$ cat src/verilog/opmode_pkg.sv
// shared constants and carriers of the operating-mode controller
// assumes a single 125 MHz clock and an AHB-Lite register slave
package opmode_pkg;

	// ****************************************
	// register offsets
	// ****************************************
	localparam logic [7:0] OFS_CTRL    = 8'h00;
	localparam logic [7:0] OFS_SEG     = 8'h04;
	localparam logic [7:0] OFS_PREFIX  = 8'h08;
	localparam logic [7:0] OFS_STATUS  = 8'h0C;
	localparam logic [7:0] OFS_SAVED   = 8'h10;
	localparam logic [7:0] OFS_SMRET   = 8'h14;

	// ****************************************
	// field positions, reset values, register counts and widths, and bus codes
	// ****************************************
	localparam int         CTRL_PROT_BIT  = 0;
	localparam int         CTRL_EXT_BIT   = 1;
	localparam int         CTRL_PAE_BIT   = 2;
	localparam int         SEG_LONG_BIT   = 0;
	localparam int         SEG_D32_BIT    = 1;
	localparam int         SEG_VR86_BIT   = 2;
	localparam int         PFX_REGEXT_BIT = 0;
	localparam int         PFX_WIDE_BIT   = 1;
	localparam int         PFX_OPSZ_BIT   = 2;
	localparam int         PFX_ADSZ_BIT   = 3;
	localparam int         SMRET_BIT      = 0;
	localparam logic [2:0] CTRL_RST       = 3'h0;
	localparam logic [2:0] SEG_RST        = 3'h0;
	localparam logic [3:0] PFX_RST        = 4'h0;
	localparam logic [4:0] REGS_NARROW    = 5'h08;
	localparam logic [4:0] REGS_WIDE      = 5'h10;
	localparam logic [6:0] GPR_W32        = 7'h20;
	localparam logic [6:0] GPR_W64        = 7'h40;
	localparam logic [1:0] HTRANS_NONSEQ  = 2'h2;
	localparam logic       HRESP_OKAY     = 1'h0;
	localparam logic [2:0] HSIZE_WORD     = 3'h2;

	// ****************************************
	// types
	// ****************************************
	typedef enum logic [1:0] {
		MODE_REAL    = 2'b00,
		MODE_PROT    = 2'b01,
		MODE_SYSMGMT = 2'b10
	} mode_t;

	typedef enum logic [1:0] {
		SUB_LEGACY = 2'b00,
		SUB_COMPAT = 2'b01,
		SUB_64     = 2'b10
	} submode_t;

	typedef enum logic [1:0] {
		SZ_16 = 2'b00,
		SZ_32 = 2'b01,
		SZ_64 = 2'b10
	} size_t;

	// execution environment, also the status word
	typedef struct packed {
		mode_t      mode;
		submode_t   submode;
		size_t      addr_size;
		size_t      oper_size;
		logic [4:0] gpr_count;
		logic [4:0] simd_count;
		logic [6:0] gpr_width;
		logic       lin_4g;
		logic       pae_ok;
		logic       vr86_act;
		logic       task_sw_ok;
		logic       smram_sel;
		logic       view8_ok;
		logic       view16_ok;
	} exec_env_t;

	// context held across a system-management visit
	typedef struct packed {
		mode_t      mode;
		logic [2:0] ctrl;
		logic [2:0] seg;
	} saved_ctx_t;

endpackage

$ cat src/verilog/opmode_ctrl.sv
// operating-mode controller of the processor core
// assumes AHB-Lite with this block as the only slave, single clock REF_CLK
//
// Overview of operation
// three basic modes: protected, real, sysmgmt
// any reset starts in real-address mode
// pin or controller message enters sysmgmt mode
// entry saves context, selects separate address space
// return restores saved context exactly
// virtual-real is per-task protected attribute
// extended mode: compatibility and 64-bit sub-modes
// compatibility chosen per code segment
// compatibility limits linear space to 4 GByte
// compatibility: only 16/32-bit sizes
// compatibility may reach high memory via extension
// compatibility: no virtual-real, no task switch
// 64-bit sub-mode chosen per code segment
// 64-bit: 16 general and SIMD registers
// 64-bit: general registers 64 bits wide
// 64-bit: address 64, operand 32 default
// prefix pair overrides operand size, one instruction
// register-extension prefix: added registers, 64-bit operands
// low 8/16-bit views of general registers
// mode changes only on reset, sysmgmt, software
`timescale 1ns/1ns
module opmode_ctrl (
	input  wire logic                   REF_CLK,
	input  wire logic                   SYS_RST,
	input  wire logic                   HSEL,
	input  wire logic [31:0]            HADDR,
	input  wire logic [1:0]             HTRANS,
	input  wire logic                   HWRITE,
	input  wire logic [2:0]             HSIZE,
	input  wire logic [31:0]            HWDATA,
	input  wire logic                   HREADY,
	output logic                        HREADYOUT,
	output logic [31:0]                 HRDATA,
	output logic                        HRESP,
	input  wire logic                   SYS_MGMT_INTERRUPT_PIN_N,
	input  wire logic                   PIC_SYS_MGMT_MSG,
	input  wire logic                   INSN_RETIRE,
	output opmode_pkg::exec_env_t       EXEC_ENV
);

	// ****************************************
	// bus slave
	// ****************************************
	logic       dph_wr_q;
	logic       rd_wait_q;
	logic [7:0] dph_addr_q;
	logic       dph_map_q;
	logic [31:0] hrdata_q;
	logic        addr_take;
	logic        wr_now;
	logic        addr_mapped;

	// only aligned whole-word transfers in the low 256 bytes reach a register
	assign addr_take   = HSEL & (HTRANS == opmode_pkg::HTRANS_NONSEQ) & HREADY;
	assign addr_mapped = (HADDR[31:8] == 24'h000000) & (HADDR[1:0] == 2'h0) & (HSIZE == opmode_pkg::HSIZE_WORD);
	assign wr_now      = dph_wr_q & HREADY;
	assign HREADYOUT   = ~rd_wait_q;
	assign HRDATA      = hrdata_q;
	assign HRESP       = opmode_pkg::HRESP_OKAY;

	always_ff @(posedge REF_CLK) begin
		if (SYS_RST) begin
			dph_wr_q   <= 1'b0;
			rd_wait_q  <= 1'b0;
			dph_addr_q <= 8'h00;
			dph_map_q  <= 1'b0;
		end else begin
			if (addr_take) begin
				dph_wr_q   <= HWRITE;
				rd_wait_q  <= ~HWRITE;
				dph_addr_q <= HADDR[7:0];
				dph_map_q  <= addr_mapped;
			end else begin
				if (HREADY) begin
					dph_wr_q <= 1'b0;
				end
				rd_wait_q <= 1'b0;
			end
		end
	end

	// ****************************************
	// software-visible control state
	// ****************************************
	logic [2:0]             ctrl_q;
	logic [2:0]             seg_q;
	logic [3:0]             pfx_q;
	opmode_pkg::mode_t      mode_q;
	opmode_pkg::saved_ctx_t saved_q;
	logic                   wr_ctrl;
	logic                   wr_seg;
	logic                   wr_pfx;
	logic                   wr_ret;
	logic                   in_sysmgmt;
	logic                   do_enter;
	logic                   do_return;

	// ****************************************
	// register write decode
	// ****************************************
	always_comb begin
		wr_ctrl = 1'b0;
		wr_seg  = 1'b0;
		wr_pfx  = 1'b0;
		wr_ret  = 1'b0;
		if (!(wr_now && dph_map_q)) begin
			wr_ctrl = 1'b0;
		end else if (dph_addr_q == opmode_pkg::OFS_CTRL) begin
			wr_ctrl = 1'b1;
		end else if (dph_addr_q == opmode_pkg::OFS_SEG) begin
			wr_seg = 1'b1;
		end else if (dph_addr_q == opmode_pkg::OFS_PREFIX) begin
			wr_pfx = 1'b1;
		end else if (dph_addr_q == opmode_pkg::OFS_SMRET) begin
			wr_ret = HWDATA[opmode_pkg::SMRET_BIT];
		end
	end

	// ****************************************
	// sysmgmt entry and return
	// ****************************************
	assign in_sysmgmt = (mode_q == opmode_pkg::MODE_SYSMGMT);
	assign do_return  = wr_ret & in_sysmgmt;

	// ****************************************
	// sysmgmt request: pin synchroniser and pending flag
	// ****************************************
	logic pin_s1_q;
	logic pin_s2_q;
	logic pin_s3_q;
	logic pin_fall;
	logic pend_q;
	logic req_now;

	// reset to the pin's pulled-up idle level so no false edge follows reset
	always_ff @(posedge REF_CLK) begin
		if (SYS_RST) begin
			pin_s1_q <= 1'b1;
			pin_s2_q <= 1'b1;
			pin_s3_q <= 1'b1;
		end else begin
			pin_s1_q <= SYS_MGMT_INTERRUPT_PIN_N;
			pin_s2_q <= pin_s1_q;
			pin_s3_q <= pin_s2_q;
		end
	end

	assign pin_fall = pin_s3_q & ~pin_s2_q;
	assign req_now  = pin_fall | PIC_SYS_MGMT_MSG;
	assign do_enter = (pend_q | req_now) & ~in_sysmgmt & ~do_return;

	// ****************************************
	// pending request
	// ****************************************
	// a request arriving while already inside stays pending until after return
	always_ff @(posedge REF_CLK) begin
		if (SYS_RST) begin
			pend_q <= 1'b0;
		end else if (req_now && in_sysmgmt) begin
			pend_q <= 1'b1;
		end else if (do_enter) begin
			pend_q <= 1'b0;
		end
	end

	// ****************************************
	// mode state
	// ****************************************
	// return beats entry, and both beat software writes
	always_ff @(posedge REF_CLK) begin
		if (SYS_RST) begin
			mode_q <= opmode_pkg::MODE_REAL;
		end else if (do_enter) begin
			mode_q <= opmode_pkg::MODE_SYSMGMT;
		end else if (do_return) begin
			mode_q <= saved_q.mode;
		end else if (wr_ctrl && !in_sysmgmt) begin
			if (HWDATA[opmode_pkg::CTRL_PROT_BIT]) begin
				mode_q <= opmode_pkg::MODE_PROT;
			end else begin
				mode_q <= opmode_pkg::MODE_REAL;
			end
		end
	end

	// ****************************************
	// saved context
	// ****************************************
	always_ff @(posedge REF_CLK) begin
		if (SYS_RST) begin
			saved_q <= '{opmode_pkg::MODE_REAL, opmode_pkg::CTRL_RST, opmode_pkg::SEG_RST};
		end else if (do_enter) begin
			saved_q <= '{mode_q, ctrl_q, seg_q};
		end
	end

	// ****************************************
	// control and segment registers
	// ****************************************
	// sysmgmt code runs in a clean real-like setting
	always_ff @(posedge REF_CLK) begin
		if (SYS_RST) begin
			ctrl_q <= opmode_pkg::CTRL_RST;
			seg_q  <= opmode_pkg::SEG_RST;
		end else if (do_enter) begin
			ctrl_q <= opmode_pkg::CTRL_RST;
			seg_q  <= opmode_pkg::SEG_RST;
		end else if (do_return) begin
			ctrl_q <= saved_q.ctrl;
			seg_q  <= saved_q.seg;
		end else begin
			if (wr_ctrl) begin
				ctrl_q <= HWDATA[2:0];
			end
			if (wr_seg) begin
				seg_q <= HWDATA[2:0];
			end
		end
	end

	// ****************************************
	// prefix state
	// ****************************************
	// prefix state lasts one instruction; a new write beats the retire clear
	always_ff @(posedge REF_CLK) begin
		if (SYS_RST) begin
			pfx_q <= opmode_pkg::PFX_RST;
		end else if (wr_pfx) begin
			pfx_q <= HWDATA[3:0];
		end else if (INSN_RETIRE || do_enter || do_return) begin
			pfx_q <= opmode_pkg::PFX_RST;
		end
	end

	// ****************************************
	// environment decode
	// ****************************************
	opmode_pkg::exec_env_t env_d;
	opmode_pkg::exec_env_t env_q;
	opmode_pkg::submode_t  sub_d;
	opmode_pkg::size_t     addr_d;
	opmode_pkg::size_t     oper_d;
	logic                  is_prot;
	logic                  ext_on;
	logic                  dflt32;
	logic                  regext;
	logic                  wide;
	logic                  opsz;
	logic                  adsz;

	assign is_prot = (mode_q == opmode_pkg::MODE_PROT);
	assign ext_on  = is_prot & ctrl_q[opmode_pkg::CTRL_EXT_BIT];
	assign dflt32  = seg_q[opmode_pkg::SEG_D32_BIT] & (mode_q != opmode_pkg::MODE_REAL);
	assign regext  = pfx_q[opmode_pkg::PFX_REGEXT_BIT];
	assign wide    = pfx_q[opmode_pkg::PFX_WIDE_BIT];
	assign opsz    = pfx_q[opmode_pkg::PFX_OPSZ_BIT];
	assign adsz    = pfx_q[opmode_pkg::PFX_ADSZ_BIT];

	always_comb begin
		if (!ext_on) begin
			sub_d = opmode_pkg::SUB_LEGACY;
		end else if (seg_q[opmode_pkg::SEG_LONG_BIT]) begin
			sub_d = opmode_pkg::SUB_64;
		end else begin
			sub_d = opmode_pkg::SUB_COMPAT;
		end
	end

	// ****************************************
	// address and operand size
	// ****************************************
	// regext and wide mean nothing outside the 64-bit sub-mode
	always_comb begin
		if (sub_d == opmode_pkg::SUB_64) begin
			if (adsz) begin
				addr_d = opmode_pkg::SZ_32;
			end else begin
				addr_d = opmode_pkg::SZ_64;
			end
			if (regext && wide) begin
				oper_d = opmode_pkg::SZ_64;
			end else if (opsz) begin
				oper_d = opmode_pkg::SZ_16;
			end else begin
				oper_d = opmode_pkg::SZ_32;
			end
		end else begin
			if (dflt32 ^ adsz) begin
				addr_d = opmode_pkg::SZ_32;
			end else begin
				addr_d = opmode_pkg::SZ_16;
			end
			if (dflt32 ^ opsz) begin
				oper_d = opmode_pkg::SZ_32;
			end else begin
				oper_d = opmode_pkg::SZ_16;
			end
		end
	end

	// ****************************************
	// status word
	// ****************************************
	always_comb begin
		env_d            = '0;
		env_d.mode       = mode_q;
		env_d.submode    = sub_d;
		env_d.addr_size  = addr_d;
		env_d.oper_size  = oper_d;
		env_d.smram_sel  = in_sysmgmt;
		env_d.view8_ok   = 1'b1;
		env_d.view16_ok  = 1'b1;
		env_d.pae_ok     = is_prot & ctrl_q[opmode_pkg::CTRL_PAE_BIT];
		if (sub_d == opmode_pkg::SUB_64) begin
			env_d.gpr_count  = opmode_pkg::REGS_WIDE;
			env_d.simd_count = opmode_pkg::REGS_WIDE;
			env_d.gpr_width  = opmode_pkg::GPR_W64;
			env_d.lin_4g     = 1'b0;
		end else begin
			env_d.gpr_count  = opmode_pkg::REGS_NARROW;
			env_d.simd_count = opmode_pkg::REGS_NARROW;
			env_d.gpr_width  = opmode_pkg::GPR_W32;
			env_d.lin_4g     = 1'b1;
		end
		// virtual-real and hardware task switch only in legacy protected
		env_d.task_sw_ok = is_prot & (sub_d == opmode_pkg::SUB_LEGACY);
		env_d.vr86_act   = env_d.task_sw_ok & seg_q[opmode_pkg::SEG_VR86_BIT];
	end

	// ****************************************
	// environment register
	// ****************************************

	always_ff @(posedge REF_CLK) begin
		if (SYS_RST) begin
			env_q      <= '0;
			env_q.mode <= opmode_pkg::MODE_REAL;
		end else begin
			env_q <= env_d;
		end
	end

	assign EXEC_ENV = env_q;

	// ****************************************
	// read data
	// ****************************************
	logic [31:0] rd_mux;

	always_comb begin
		rd_mux = 32'h00000000;
		if (!dph_map_q) begin
			rd_mux = 32'h00000000;
		end else if (dph_addr_q == opmode_pkg::OFS_CTRL) begin
			rd_mux = {29'h0, ctrl_q};
		end else if (dph_addr_q == opmode_pkg::OFS_SEG) begin
			rd_mux = {29'h0, seg_q};
		end else if (dph_addr_q == opmode_pkg::OFS_PREFIX) begin
			rd_mux = {28'h0000000, pfx_q};
		end else if (dph_addr_q == opmode_pkg::OFS_STATUS) begin
			rd_mux = env_q;
		end else if (dph_addr_q == opmode_pkg::OFS_SAVED) begin
			rd_mux = {24'h000000, saved_q};
		end
	end

	always_ff @(posedge REF_CLK) begin
		if (SYS_RST) begin
			hrdata_q <= 32'h00000000;
		end else if (rd_wait_q) begin
			hrdata_q <= rd_mux;
		end
	end

endmodule

$ cat config.mk
export PLATFORM = sky130hd
export DESIGN_NAME = opmode_ctrl
export DESIGN_NICKNAME = d
export VERILOG_FILES = /design/src/verilog/opmode_pkg.sv /design/src/verilog/opmode_ctrl.sv
export SDC_FILE = /design/constraint.sdc
export NUM_CORES = 1
export LEC_CHECK = 0
export BUFFER_PORTS_ARGS = -buffer_cell sky130_fd_sc_hd__buf_2
export CAP_MARGIN = 20
export CORE_AREA = 3 3 82 84
export DETAILED_ROUTE_END_ITERATION = 10
export DIE_AREA = 0 0 85 87
export GPL_TIMING_DRIVEN = 0
export PLACE_DENSITY = 0.95
export RECOVER_POWER = 25
export SLEW_MARGIN = 20
export SYNTH_ARGS = -nofsm -noshare
export SYNTH_HDL_FRONTEND = slang
export SYNTH_SLANG_ARGS = --single-unit
export TNS_END_PERCENT = 100
$ cat constraint.sdc
create_clock -name REF_CLK -period 4.3 [get_ports REF_CLK]
set_input_delay 0.645 -clock REF_CLK [delete_from_list [all_inputs] [get_ports REF_CLK]]
set_output_delay 0.645 -clock REF_CLK [all_outputs]
set_load 0.01 [all_outputs]
; Word level (Yosys, flattened, before mapping)
; Cells that the tools add are included.
[op_classes]
eq_ne = 10
muxes = 45
bitwise_logic = 24
reduce_logical = 21
[ops]
columns = cell, count
row1 = $mux 32, 5
row2 = $logic_not 24->1, 1
row3 = $mux 1, 22
row4 = $mux 2, 10
row5 = $mux 18, 1
row6 = $eq 8x4->1 const B, 2
row7 = $eq 8x5->1 const B, 2
row8 = $and 1x1->1, 14
row9 = $reduce_bool 2->1, 7
row10 = $mux 3, 4
row11 = $eq 8x3->1 const B, 1
row12 = $logic_not 8->1, 1
row13 = $mux 4, 2
row14 = $mux 8, 1
row15 = $eq 2x2->1 const B, 3
row16 = $not 1->1, 6
row17 = $logic_and 1x1->1, 4
row18 = $logic_not 2->1, 2
row19 = $reduce_or 2->1, 2
row20 = $eq 3x2->1 const B, 1
row21 = $reduce_bool 3->1, 1
row22 = $eq 2x1->1 const B, 1
row23 = $logic_or 1x1->1, 2
row24 = $or 1x1->1, 2
row25 = 2 further kinds, 3
[word_totals]
register_bits = 99
inputBits = 77
out_inout_bits = 66
elab_cells = 131

; Longest topological paths before layout
[depth]
depth_word = 13
depth_mapped = 6
depth_no_buf = 4

; Worst setup path before layout
; No wires, ideal clock.
[synth_timing]
path_kind = in2reg
from = in HREADY
to = reg mode_q[1]
setup_time_ps = 134
arrival_ps = 1535
required_time_ps = 4166
slack_ps = 2631
path_stages = 6
path_buffers = 2
cell_sequence = and3_1 > buf_2 > nand4_2 > buf_2 > o211ai_1 > o211ai_1
[synth_between]
elab_chain_len = 7
elab_cells_between_ends = 11
classes_between = mux: 4 / bitwise: 4 / reduce/logical: 3
[synth_lines]
columns = item, line_no
row1 = from (decl), opmode_ctrl.sv:35  ; input wire logic HREADY,
row2 = $and 1x1->1 (*), opmode_ctrl.sv:60  ; assign wr_now = dph_wr_q & HREADY;
row3 = $logic_and 1x1->1 (*), opmode_ctrl.sv:110  ; if (!(wr_now && dph_map_q)) begin
row4 = $mux 1, opmode_ctrl.sv:110
row5 = $and 1x1->1, opmode_ctrl.sv:127  ; assign do_return = wr_ret & in_sysmgmt;
row6 = $not 1->1, opmode_ctrl.sv:154  ; assign do_enter = (pend_q | req_now) & ~in_sysmgmt & ~do_return;
row7 = $and 1x1->1, opmode_ctrl.sv:154
row8 = $reduce_bool 3->1 (no source line) / $mux 2 (equally long branches), -
row9 = to (signal assigned), opmode_ctrl.sv:176  ; mode_q <= opmode_pkg::MODE_REAL;
row10 = to (signal assigned), opmode_ctrl.sv:178  ; mode_q <= opmode_pkg::MODE_SYSMGMT;
row11 = to (signal assigned), opmode_ctrl.sv:180  ; mode_q <= saved_q.mode;
row12 = to (decl), opmode_ctrl.sv:92  ; opmode_pkg::mode_t mode_q;
; Mark *: on every way between the ends. The rest lies on a longest branch, timed or not.
; A chain may end at the register's enable or synchronous reset.

; Worst setup path in the final report
[layout_timing]
from = reg rd_wait_q
to = out HREADYOUT
[layout_between]
elab_chain_len = 1
[layout_lines]
columns = item, line_no
row1 = from (decl), opmode_ctrl.sv:49  ; logic rd_wait_q;
row2 = from (signal assigned), opmode_ctrl.sv:74  ; rd_wait_q <= ~HWRITE;
row3 = $not 1->1, opmode_ctrl.sv:61  ; assign HREADYOUT = ~rd_wait_q;
row4 = to (decl), opmode_ctrl.sv:36  ; output logic HREADYOUT,
; Every way passes these cells.

==> metrics.txt <==
core footprint 0.005991 sq mm; Synth area leaders dfxtp_1 (44%), buf_4 (8.5%), nand2_1 (8.0%), a21oi_1 (6.1%), nor2_1 (3.0%); CP Data Arrival Time 1.28 ns; vias per inst 5.284; width of the die 85 um; die area 0.007395 sq mm; Post-Syn Area 0.003019 sq mm; Max-Slew Margin vs Limit 0.6151; area leader, netlist dfxtp_1; Row Count 28; footprint of the multi-input gates 0.001411 sq mm; Initial DRT Pass Iterations 5; setup TNS 0 ns; Mapped Avg Cell Area 8.505 sq um; internal power 0.8809 mW; Seq pwr share 0.521; largest net degree at the start of global routing 13; LEAKAGE 1.664 nW; Fmax 518.3 MHz; Initial DRC Count 238; peak supply drop 163.1 uV; Post CTS Setup Buffer Count 0; ys flop type dfxtp_1; Reg clk slew, reported paths 0.07 ns; Yosys reg bits 66; Crit path required time 3.65 ns; port bufs 92; GPL Wtd Cong 0.9741; DRT antenna net count 0; Clock Skews 0.005699 ns; IO Count 143; GRT Resource Usage Total 0.2325; Detail Placement HPWL 6479 um; Initial Util 0.5040; CTS Buf Count 9; CP startpoint kind flip-flop; Slew Viols, Final 0; WL final 8455 um; final hold violation count 0; routed via count 2954; sw power 0.3257 mW; Routed WL per cell 15.13 um; Syn. warnings 0; initial antenna violation count 0; GRT overflow 0; Worst-Margin Slew 0.5752 ns; pwr dens 317.4 mW/mm^2; Tcrit/Tclk final 0.4487; H-tree Lvls 3; layout cells sized above 1 0.2934; asr flop ratio synth 0; final hold slack 0.4222 ns; Compound-Gate Fraction of Synth Area 0.1496; Die Ht 87 um; CP Class reg -> out; main combinational cell family by area after synthesis simple AND/OR/NAND/NOR gates; Sw Share 0.2699; logic gate share of total power 0.105; Area Overhead vs Synth 25.90%; total area of sequential cells 0.001321 sq mm; vias in the first global route 2799; Worst Hold Class reg -> reg; Ant. Diodes 0; Nets 556; Design Power 1.207 mW; Hold Buf Count CTS 0; Yosys cell types 50; Post-Synth Adder-Cell Area 0; CP endpoint kind output pin; Longest Clk Path Bufs 2; worst-path fanout max 10; Post-synth EDFFs 0; setup violators final 0; first-pass GRT wire length 13380 um; Max Cap Viol 0; RSZ-0062 raised after global routing false; TritonCTS clock tree built; Clk pwr share 0.374; Root Buffer clkbuf_8; commonest cells after routing, fill and taps aside buf_2 (80), dfxtp_1 (66), nand2_1 (64); Synth Area in Simple Gates 0.2615; minimum clock period 1.930 ns; register area share after synthesis 0.4376; area share of xor/xnor cells in the synthesized design 0.005802; most common cell after layout, fill and taps aside buf_2; status complete, no violations; mux cell area share after synthesis 0.02321; clk_lat worst skew 0.35 ns; cells resized by post-CTS repair 0; clk sinks 66; share of the synthesized area in the top cell type 0.4376; number of fill cells 527; Remaining DRCs 0; Synth Instances 355
[kinds of logic after synthesis]
family | after synthesis
compound gates | 72
xor+xnor | 2
buf+inv | 60
flops | 66
mux | 7
other cells | 1
simple gates | 147
[critical path: stages (launching register included)]
cell and delay, ns:
dfxtp_1 0.34, inv_1 0.07, clkbuf_1 0.32, buf_2 0.21
[metal layers]
metal / track usage / wire, um
met5: 0 / 0
met4: 0.1036 / 174
met3: 0.06339 / 856
met2: 0.3941 / 4050
met1: 0.2751 / 3374
[synth_stat cells, types with 2 or more instances]
cell type and count:
inv_1 10, or3b_1 2, nor4_1 8, clkbuf_1 10
a21oi_1 37, nand2_1 64, a31oi_1 2, xnor2_1 2
o31ai_1 2, or3_4 2, o211ai_1 2, o21ai_0 5
nor2_1 24, o41ai_1 2, nor3_4 2, a41oi_1 4
mux2i_1 7, nand4b_1 7, and4b_1 2, a211oi_1 7
a22o_1 4, nand2b_1 3, dfxtp_1 66, or2_2 3
nor2b_1 7, and2_1 2, buf_4 34, nand3_1 2
nor3_1 6, nand4_1 4, buf_2 4
[area by class of cell]
type                       instances  area share
buffer                            50     0.08624
clock buffer                       9     0.03259
clock inverter                     7     0.01185
inverter                          10    0.009875
multi-input combinational        250      0.3713
sequential                        66      0.3476
tap                               75     0.02469
timing repair buffer              92      0.1159
[through the flow]
stage | std cells | worst slack (ns) | cell area, sq um | utilization
after CTS | 559 | 2.357 | 3821 | 0.6378
after global placement | 543 | 2.238 | 3652 | 0.6096
final | 559 | 2.370 | 3801 | 0.6345
after detailed placement | 543 | 2.216 | 3652 | 0.6096
after floorplan | 376 | 2.631 | 3098 | -
after global routing | 559 | 2.258 | 3801 | 0.6345
[state kept, by name (all words and copies together) (netlist names), 2 cells and up]
signal      cells
HRDATA         17
EXEC_ENV       14
dph_addr_q      8
saved_q         8
pfx_q           4
ctrl_q          3
seg_q           3
mode_q          2
[path summary, 6_finish.rpt]
path | from | endpoint | slack [ns] | cells past startpoint
worst max-delay path | rd_wait_q | HREADYOUT | 2.37 | 3
worst min-delay path | pin_s1_q | pin_s2_q | 0.42 | 1
worst max register to register | dph_addr_q[7] | mode_q[1] | 2.46 | 5
worst min register to register | pin_s1_q | pin_s2_q | 0.42 | 1
[power groups by stage]
stage               Sequential [mW]  Clock (mW)  Combinational (mW)
floorplan                     0.641           0              0.0751
global placement              0.642           0               0.121
detailed placement            0.642           0               0.123
CTS                           0.629       0.456               0.124
global route                  0.630       0.485               0.136
finish                        0.629       0.451               0.126
(Power assumes the default switching activity.)
